### src/include/epir_pkg.sv
// package for the external pin interrupt request block: register map, fields, reset values, types
package epir_pkg;

	localparam int ADDR_W = 4;

	// register byte offsets on the AXI4-Lite slave
	localparam logic [ADDR_W-1:0] PISC_OFFSET  = 4'h0;
	localparam logic [ADDR_W-1:0] EVSTAT_OFFSET = 4'h4;
	localparam logic [ADDR_W-1:0] EVMASK_OFFSET = 4'h8;

	// pin_interrupt_status_control fields
	localparam int DETECTION_MODE_BIT = 0;
	localparam int REQ_IE_BIT         = 1;
	localparam int REQ_ACK_BIT        = 2;
	localparam int REQ_FLAG_BIT       = 3;
	localparam int PIN_ENABLE_BIT     = 4;
	localparam int POLARITY_BIT       = 5;

	// event status and mask: bit 0 is the pin request event
	localparam int EV_REQUEST_BIT = 0;
	localparam int EV_W           = 1;

	localparam logic [7:0]      PISC_RESET   = 8'h00;
	localparam logic [EV_W-1:0] EVMASK_RESET = 1'h0;

	localparam logic [1:0] RESP_OKAY   = 2'h0;
	localparam logic [1:0] RESP_SLVERR = 2'h2;

	typedef struct packed {
		logic [ADDR_W-1:0] awaddr;
		logic              awvalid;
		logic [31:0]       wdata;
		logic [3:0]        wstrb;
		logic              wvalid;
		logic              bready;
		logic [ADDR_W-1:0] araddr;
		logic              arvalid;
		logic              rready;
	} epir_axi_req_t;

	typedef struct packed {
		logic        awready;
		logic        wready;
		logic [1:0]  bresp;
		logic        bvalid;
		logic        arready;
		logic [31:0] rdata;
		logic [1:0]  rresp;
		logic        rvalid;
	} epir_axi_rsp_t;

	// pin configuration as seen by the detector
	typedef struct packed {
		logic pin_enable;
		logic polarity;
		logic detection_mode;
	} epir_cfg_t;

	typedef struct packed {
		logic sync1;
		logic sync2;
		logic prev;
		logic prev_valid;
	} epir_det_state_t;

endpackage

### src/logic/epir_top.sv
// external pin interrupt request block with AXI4-Lite register slave
// Function
// RULE1: pin acts as request input only while pin enable bit 4 is set.
// RULE2: pull resistor is enabled whenever pin enable is set.
// RULE3: rising-edge polarity with pin enabled turns the pull into pull-down.
// RULE4: polarity bit 5 picks falling/low or rising/high events.
// RULE5: detection mode bit 0 picks edge-only or edge-and-level events.
// RULE6: request flag bit 3 is set by a qualifying event, read-only.
// RULE7: writing one to acknowledge bit 2 clears the request flag.
// RULE8: writing zero to acknowledge does nothing; it always reads zero.
// RULE9: in edge-and-level mode acknowledge cannot clear while pin stays asserted.
// RULE10: interrupt enable bit 1 gates the flag onto the hardware request.
// RULE11: bits 7 and 6 read zero and ignore writes.
// RULE12: pin is synchronised, edges found by comparing samples, ignored when disabled.
// RULE13: reset clears enable, polarity, mode, interrupt enable and the flag.
module epir_top (
	input  wire logic              clk,
	input  wire logic              reset,
	input  epir_pkg::epir_axi_req_t axi_req,
	output epir_pkg::epir_axi_rsp_t axi_rsp,
	input  wire logic              pin_in,
	output logic                   pull_enable,
	output logic                   pull_down_select,
	output logic                   cpu_request,
	output logic                   irq
);
	import epir_pkg::*;

	typedef struct packed {
		logic              pin_enable;
		logic              polarity;
		logic              detection_mode;
		logic              req_ie;
		logic              request_flag;
		logic [EV_W-1:0]   ev_status;
		logic [EV_W-1:0]   ev_mask;
		logic              aw_held;
		logic [ADDR_W-1:0] aw_addr;
		logic              w_held;
		logic [31:0]       w_data;
		logic [3:0]        w_strb;
		epir_axi_rsp_t     rsp;
		logic              pull_enable;
		logic              pull_down_select;
		logic              cpu_request;
		logic              irq;
	} epir_state_t;

	epir_state_t st_reg;
	epir_state_t st_next;
	epir_cfg_t   cfg;
	logic        event_pulse;
	logic        level_asserted;

	// register read decode, shared by read path
	function automatic logic [31:0] read_word(input epir_state_t s, input logic [ADDR_W-1:0] a);
		logic [31:0] v;
		v = 32'h0000_0000;
		unique case (a)
			PISC_OFFSET: begin
				v[PIN_ENABLE_BIT]     = s.pin_enable;
				v[POLARITY_BIT]       = s.polarity;
				v[REQ_FLAG_BIT]       = s.request_flag;      // see RULE6
				v[REQ_IE_BIT]         = s.req_ie;
				v[DETECTION_MODE_BIT] = s.detection_mode;    // acknowledge and bits 7:6 stay 0, see RULE8 see RULE11
			end
			EVSTAT_OFFSET: v[EV_W-1:0] = s.ev_status;
			EVMASK_OFFSET: v[EV_W-1:0] = s.ev_mask;
			default: v = 32'h0000_0000;
		endcase
		return v;
	endfunction

	function automatic logic addr_mapped(input logic [ADDR_W-1:0] a);
		return (a == PISC_OFFSET) || (a == EVSTAT_OFFSET) || (a == EVMASK_OFFSET);
	endfunction

	assign cfg.pin_enable     = st_reg.pin_enable;
	assign cfg.polarity       = st_reg.polarity;
	assign cfg.detection_mode = st_reg.detection_mode;

	epir_detect u_detect (
		.clk            (clk),
		.reset          (reset),
		.pin_in         (pin_in),
		.cfg            (cfg),
		.event_pulse    (event_pulse),
		.level_asserted (level_asserted)
	);

	always_comb begin
		logic        do_write;
		logic        ack_write;
		logic [31:0] wd;
		st_next   = st_reg;
		do_write  = 1'b0;
		ack_write = 1'b0;
		wd        = 32'h0000_0000;

		// write address and data channels, taken in either order
		if (axi_req.awvalid && st_reg.rsp.awready) begin
			st_next.aw_held     = 1'b1;
			st_next.aw_addr     = axi_req.awaddr;
			st_next.rsp.awready = 1'b0;
		end
		if (axi_req.wvalid && st_reg.rsp.wready) begin
			st_next.w_held     = 1'b1;
			st_next.w_data     = axi_req.wdata;
			st_next.w_strb     = axi_req.wstrb;
			st_next.rsp.wready = 1'b0;
		end

		// perform write once both halves are held and no response is pending
		if (st_reg.aw_held && st_reg.w_held && !st_reg.rsp.bvalid) begin
			do_write            = 1'b1;
			wd                  = st_reg.w_data;
			st_next.aw_held     = 1'b0;
			st_next.w_held      = 1'b0;
			st_next.rsp.bvalid  = 1'b1;
			st_next.rsp.bresp   = addr_mapped(st_reg.aw_addr) ? RESP_OKAY : RESP_SLVERR;
		end
		if (st_reg.rsp.bvalid && axi_req.bready) begin
			st_next.rsp.bvalid  = 1'b0;
			st_next.rsp.awready = 1'b1;
			st_next.rsp.wready  = 1'b1;
		end

		// register writes, low byte lane only carries fields
		if (do_write && st_reg.w_strb[0]) begin
			unique case (st_reg.aw_addr)
				PISC_OFFSET: begin
					st_next.pin_enable     = wd[PIN_ENABLE_BIT];     // see RULE1
					st_next.polarity       = wd[POLARITY_BIT];       // see RULE4
					st_next.req_ie         = wd[REQ_IE_BIT];         // see RULE10
					st_next.detection_mode = wd[DETECTION_MODE_BIT]; // see RULE5
					ack_write              = wd[REQ_ACK_BIT];        // see RULE8
				end
				EVSTAT_OFFSET: st_next.ev_status = st_reg.ev_status & ~wd[EV_W-1:0];
				EVMASK_OFFSET: st_next.ev_mask   = wd[EV_W-1:0];
				default: ;
			endcase
		end

		// acknowledge clears flag, but a level still asserted holds it in edge-and-level mode
		if (ack_write && !(st_reg.detection_mode && level_asserted)) begin
			st_next.request_flag = 1'b0; // see RULE7 see RULE9
		end
		// set wins over clear
		if (event_pulse) begin
			st_next.request_flag = 1'b1;                                // see RULE6
			st_next.ev_status[EV_REQUEST_BIT] = 1'b1;
		end

		// read channel
		if (axi_req.arvalid && st_reg.rsp.arready) begin
			st_next.rsp.arready = 1'b0;
			st_next.rsp.rvalid  = 1'b1;
			st_next.rsp.rdata   = read_word(st_reg, axi_req.araddr);
			st_next.rsp.rresp   = addr_mapped(axi_req.araddr) ? RESP_OKAY : RESP_SLVERR;
		end
		if (st_reg.rsp.rvalid && axi_req.rready) begin
			st_next.rsp.rvalid  = 1'b0;
			st_next.rsp.arready = 1'b1;
		end

		// pin outputs and interrupt lines, registered
		st_next.pull_enable      = st_next.pin_enable;                        // see RULE2
		st_next.pull_down_select = st_next.pin_enable & st_next.polarity;     // see RULE3
		st_next.cpu_request      = st_next.req_ie & st_next.request_flag;     // see RULE10
		st_next.irq              = |(st_next.ev_status & st_next.ev_mask);
	end

	always_ff @(posedge clk or posedge reset) begin
		if (reset) begin
			st_reg             <= '0; // see RULE13
			st_reg.ev_mask     <= EVMASK_RESET;
			st_reg.rsp.awready <= 1'b1;
			st_reg.rsp.wready  <= 1'b1;
			st_reg.rsp.arready <= 1'b1;
		end else begin
			st_reg <= st_next;
		end
	end

	assign axi_rsp          = st_reg.rsp;
	assign pull_enable      = st_reg.pull_enable;
	assign pull_down_select = st_reg.pull_down_select;
	assign cpu_request      = st_reg.cpu_request;
	assign irq              = st_reg.irq;
endmodule

### src/logic/epir_detect.sv
// pin synchroniser and qualifying-event detector
module epir_detect (
	input  wire logic              clk,
	input  wire logic              reset,
	input  wire logic              pin_in,
	input  epir_pkg::epir_cfg_t    cfg,
	output logic                   event_pulse,
	output logic                   level_asserted
);
	import epir_pkg::*;

	epir_det_state_t st_reg;
	epir_det_state_t st_next;
	logic            asserted_now;
	logic            asserted_prev;

	always_comb begin
		st_next            = st_reg;
		st_next.sync1      = pin_in;
		st_next.sync2      = st_reg.sync1;
		st_next.prev       = st_reg.sync2;
		st_next.prev_valid = cfg.pin_enable;
	end

	always_ff @(posedge clk or posedge reset) begin
		if (reset) begin
			st_reg <= '0;
		end else begin
			st_reg <= st_next;
		end
	end

	// asserted level: high when rising polarity, else low
	assign asserted_now  = cfg.polarity ? st_reg.sync2 : ~st_reg.sync2; // see RULE4
	assign asserted_prev = cfg.polarity ? st_reg.prev : ~st_reg.prev;   // see RULE12

	// edge needs one enabled cycle of history so enabling never fakes an edge
	assign level_asserted = cfg.pin_enable & asserted_now; // see RULE1
	assign event_pulse    = cfg.pin_enable & asserted_now &
		((st_reg.prev_valid & ~asserted_prev) | cfg.detection_mode); // see RULE5
endmodule

### config.mk
export PLATFORM = sky130hd
export DESIGN_NAME = epir_top
export DESIGN_NICKNAME = d
export VERILOG_FILES = /design/src/include/epir_pkg.sv /design/src/logic/epir_top.sv /design/src/logic/epir_detect.sv
export SDC_FILE = /design/constraint.sdc
export NUM_CORES = 1
export LEC_CHECK = 0
export ABC_CLOCK_PERIOD_IN_PS = 2450
export BUFFER_PORTS_ARGS = -buffer_cell sky130_fd_sc_hd__buf_2
export CAP_MARGIN = 20
export CORE_MARGIN = 2
export CORE_UTILIZATION = 45
export CTS_CLUSTER_SIZE = 20
export DETAILED_ROUTE_END_ITERATION = 16
export GPL_TIMING_DRIVEN = 0
export PLACE_DENSITY = 0.78
export SETUP_SLACK_MARGIN = 0.1
export SLEW_MARGIN = 25
export SYNTH_ARGS = -nofsm -noshare
export SYNTH_HDL_FRONTEND = slang
export SYNTH_HIERARCHICAL = 1
export SYNTH_SLANG_ARGS = --single-unit
### constraint.sdc
create_clock -name clk -period 2.45 [get_ports clk]
set_input_delay 0.245 -clock clk [delete_from_list [all_inputs] [get_ports clk]]
set_output_delay 0.245 -clock clk [all_outputs]
set_load 0.01 [all_outputs]
=== After elaboration in Yosys (flattened, before gate mapping) ===
Index checks and enable logic that the tools add are counted.

* Muxes and demuxes: 30
* Equality and inequality tests: 4
* Bitwise logic cells: 12
* Reductions and logical operators: 25

{| class="wikitable"
|+ Operators with widths
! cell !! count
|-
| 37-bit 2-to-1 mux || 1
|-
| 36-bit 2-to-1 mux || 1
|-
| 1-bit 2-to-1 mux || 17
|-
| 2-bit nonzero test || 6
|-
| 1-bit logical AND || 10
|-
| 2-bit 2-to-1 mux || 5
|-
| 4-bit by 3-bit == test with 1-bit output, second input constant || 2
|-
| 4-bit == test, second input constant || 2
|-
| 4-bit zero test || 2
|-
| 4-bit 2-to-1 mux || 2
|-
| 1-bit bitwise AND || 7
|-
| 6-bit 2-to-1 mux || 1
|-
| 5-bit 2-to-1 mux || 1
|-
| 1-bit logical OR || 4
|-
| 1-bit inverter || 4
|-
| 3-bit 2-to-1 mux || 1
|-
| 1-bit one-hot mux with 3 select lines || 1
|-
| 1-bit zero test || 2
|-
| 2-bit AND reduction || 1
|-
| 1-bit bitwise OR || 1
|}

* Flip-flop bits (word level): 70
* Logic and storage cells: 98

=== Longest topological paths before layout ===
* Word-level depth: 9
* Mapped depth: 6
* Gate-level depth less buffers: 6

=== Modules after synthesis ===
Netlist, hierarchy kept.

{| class="wikitable"
|+ Modules (own cells, without submodules)
! module !! instances !! cells each !! area an instance (um^2) !! seq. area each (um^2)
|-
| epir_top || 1 || 152 || 1729.2 || 854.6
|-
| epir_detect || 1 || 14 || 155.1 || 100.1
|}

=== Worst setup path after synthesis ===
OpenSTA, ideal clock, no wires.

* Path type: register to register
* Start point: reg st_reg[83] (netlist name)
* End point: reg st_reg, in the netlist cfg[0]
* Stages on the path, launching flop included: 5
* Arrival time: 1.596 ns
* Required time: 2.325 ns
* Setup slack: 0.729 ns
* Buffers on the path: 1
* Path through: dfrtp_1 -> or3b_1 -> or4_1 -> buf_6 -> mux2_4

* Longest elaborated chain between the ends: 2

{| class="wikitable"
|+ RTL lines
! item !! line !! source
|-
| start: declaration || epir_top.sv:49 || <nowiki>epir_state_t st_reg;</nowiki>
|-
| start signal: assignment || epir_top.sv:181 || <nowiki>st_reg <= st_next;</nowiki>
|-
| 4-bit zero test || epir_top.sv:130 || <nowiki>unique case (st_reg.aw_addr)</nowiki>
|-
| 2-bit AND reduction (no line) || n/a ||
|}

Every way passes these cells.
A chain may end at the register's enable or synchronous reset.

==> run summary <==
The flow ran to the end, and the final reports show no timing, DRC or antenna violations. In the final timing run, aggregate negative setup slack is 0 ps. The repair_antennas step left the layout with diodes totalling 0. The run gives 4720 um2 as the overall die area.

The share of cells above drive strength 1 came out at 44.6%. The final RePlAce weighted congestion is 0.745, and the number of failing setup endpoints in the final timing report is 0. The run gives 1.38 mW as the internal power.

The end point of the most critical hold path was u_detect/st_next[2]. Counting flops with a built-in enable in the synthesized netlist gives 0. The pin count of the biggest net entering global routing came out at 35.

The final critical-path share of the clock period works out to 73.1%. Port buffering added 37 buffers. The total global routing track utilization was 13.8%. The net count of the finished layout is 291. After routing the design area is 2340 um2. Once detail routing completed, the nets flagged for antenna violations numbered 0. Sequential elements use 50.7% of the synthesized area. Total chip power: 1.97 mW. After floorplanning, the core was divided into 23 placement rows.

After clock tree synthesis, the repair step resized 0 gates. For the DRC marker count from the first detailed-route iteration, the log shows 34. The largest buffer count on any clock path was 2. The vertical die dimension was 68.7 um; the delay of the slowest cell on the worst path was 430 ps. A synthesized cell averages 11.4 um2. Per report_power, the combinational group accounts for 28.1% of the total. Using the TritonRoute via totals, the vias-per-cell ratio works out to 4.40.

Data on the critical path is required at its endpoint by 2620 ps. The later pin in the worst-skew pair is clocked with a latency of 290 ps. For the post-route DRC violation count, the log shows 0. The cell depth of the worst min-delay path came out at 1.

The predominant post-synthesis flop cell is dfrtp_1. Setup repair after global routing left no endpoint under its margin. The tools report the startpoint of the most critical hold path as pin_in. The logs give 6 for the synthesis warning total and 1880 um2 for the post-synthesis instance area.

For this design the top-level I/O count stands at 97. Number of global-route vias before repair: 1059. The tools report the initial cell density of the core as 46.8%. The biggest fanout along the worst timing path came out at 7.

Nature of the critical path startpoint: a flop. After clock tree synthesis, the clock-pin slew on the worst setup and hold paths is 70 ps. Including well taps, the total number of placed cells is 281.

The logs give 4 for the first-pass iteration count of the detailed router and 0 for the count of final hold-check violations. The run gives 5 as the total clock buffers created by CTS. The cell count after synthesis came out at 166. The first global-routing pass estimated 4580 um of wire. For the count of unique library cells instantiated by Yosys, the log shows 36.

Cell type of the slowest stage on the worst timing path: or4_1. Max-cap violations in this run came to 0. After detailed routing, the average wire length per cell comes to 10.4 um. Registers are responsible for 50.2% of the overall power. The routed wire length came out at 3020 um. The layout-stage area growth over the synthesis result is 24.0%.

The net switching power is 0.585 mW, and the post-layout minimum cycle time is 1790 ps. The tools report the startpoint of the most critical register-to-register path as st_reg[83]. From left edge to right edge, the die measures 68.7 um. The standard cell core area was 4030 um2.

For the detailed-placement wirelength estimate, the log shows 2370 um. On the final layout, the worst clock skew is 6.83 ps. CTS placed an instance of clkbuf_8 at the clock tree root. The register with the most flip-flops in the layout has 16 of them.

The final max-slew violation count is 0, and the largest vdd supply drop is 0.593 mV. For the worst flop-to-flop path, the logic depth is 4. The number of antenna violations at the first check in global routing was 0; the number of synthesized register bits was 38. Walking the worst path, the cells encountered are or3b_1 -> or4_1 -> buf_6 -> mux2_4.

Non-filler instance count after layout: 290. The worst setup path is of the flop to flop kind. The H-tree depth reported by CTS was 2. The worst pin sits at a relative slew slack of 54.4%. Dividing total power by cell area gives a power density of 841 nW/um2. In this run the register-to-register setup slack is 660 ps. For the worst setup path, the data arrival time is 1960 ps. The transition time of the tightest slew-check pin works out to 682 ps. For the achievable clock frequency, the log shows 0.558 GHz. The tools report the clock share of power as 21.8%. The endpoint of the worst-slack reg-to-reg timing path is pull_enable. For this run, the share of the core covered by cells in the final layout is 58.0%. Across all layers, the routed design uses 1277 vias. The clock net in this run drives a total of 38 sinks. TritonCTS built the clock tree. Summing all placed instances gives a cell area of 2240 um2.

The cell leakage power was 1.27 nW. Fill cells in the final layout number 356. In this run switching power makes up 29.7% of total power. The min-delay analysis places its worst path in the category primary input to flop. After global routing the overflow that remains totals 0. Category of the worst setup path capture point: a flop. In the synthesized netlist the async set-or-reset flop fraction comes to 100%.
==> cell families after synthesis <==
kind of cell | count (synthesis) | synth area share [%]
AO/OA/AOI/OAI | 27 | 10.2
buffers and inverters | 49 | 18.3
flip-flops | 38 | 50.7
multiplexers | 19 | 11.9
other | 1 | 0.199
AND/OR/NAND/NOR | 32 | 8.70
==> repair_timing <==
| item | CTS | global route |
|---|---|---|
| endpoints found under the hold margin | 4 | 0 |
| buffers inserted | 0 | 0 |
| hold buffers | 1 | 0 |
==> metrics by stage <==
step | setup slack [ps] | hold slack [ps]
after floorplan | 729 | 11.1
after global placement | 685 | 134
after detailed placement | 651 | 145
after CTS | 648 | 58.2
after global routing | 610 | 50.3
final | 659 | 68.1
==> cells in the final DEF (no fill, tap or decap), types with 2 or more instances in the layout <==
cell      netlist  final
mux2_2         11     11
clkbuf_8        0      6
or4_1           2      2
buf_2           0     37
o22ai_1         2      2
clkbuf_1        0      2
dfstp_2         3      3
inv_1           7      6
o21ai_0         7      7
a22o_1          5      5
buf_4          41     41
mux2_4          4      4
conb_1          1     29
nor2_1          6      6
nand2_1        13     13
mux2i_1         4      4
dfrtp_1        35     35
a21oi_1         4      4
==> critical path: cells and delay by family (launching register included) <==
kind,cells,cell delay [ps]
simple gates,2,820
flops,1,400
mux,1,300
buf+inv,1,160
==> power by group through the flow <==
stage                     Clock [mW]  Sequential, mW  Combinational, mW
final                          0.428           0.986              0.552
after global routing           0.473            1.02              0.623
after CTS                      0.443           0.987              0.559
after detailed placement           0           0.999              0.556
after global placement             0           0.989              0.540
after floorplan                    0           0.954              0.442
==> synthesized netlist by cell type, types with 2 or more instances <==
| cell type | n | area [um2] |
|---|---|---|
| nor2_1 | 6 | 22.5 |
| dfstp_2 | 3 | 78.8 |
| buf_4 | 41 | 308 |
| o21ai_0 | 7 | 35.0 |
| dfrtp_1 | 35 | 876 |
| inv_1 | 7 | 26.3 |
| a21oi_1 | 4 | 20.0 |
| or4_1 | 2 | 15.0 |
| mux2_2 | 11 | 124 |
| mux2_4 | 4 | 60.1 |
| a22o_1 | 5 | 43.8 |
| nand2_1 | 13 | 48.8 |
| mux2i_1 | 4 | 40.0 |
| o22ai_1 | 2 | 12.5 |
==> layout make-up <==
type | count | area, um2 | share of cell area [%]
multi-input cells | 107 | 689 | 29.5
plain buffers | 42 | 319 | 13.7
well taps | 50 | 62.6 | 2.68
inverters | 7 | 26.3 | 1.12
repair buffers | 38 | 195 | 8.35
clock buffers | 8 | 90.1 | 3.85
flip-flops and latches | 38 | 955 | 40.8
==> worst max-delay path by stage <==
stage          cells after the start       start  slack [ps]           to
3_3_place_gp                       4  st_reg[83]         680  pull_enable
2_1_floorplan                      4  st_reg[83]         730       cfg[0]
5_1_grt                            4  st_reg[83]         610  pull_enable
3_5_place_dp                       4  st_reg[83]         650  pull_enable
4_1_cts                            4  st_reg[83]         650       cfg[0]
6_report                           4  st_reg[83]         660  pull_enable
==> layer usage <==
| layer | up-vias | track usage (%) | wire length [um] | share of wire [%] |
|---|---|---|---|---|
| met2 | 54 | 22.2 | 1400 | 46 |
| met1 | 569 | 15.7 | 1280 | 42 |
| li1 | 649 | - | - | - |
| met4 | 0 | 7.35 | 61 | 2.0 |
| met5 | - | 0 | 0 | 0 |
| met3 | 5 | 5.68 | 272 | 9.0 |
Note: power is estimated with default switching activity, not from simulation.
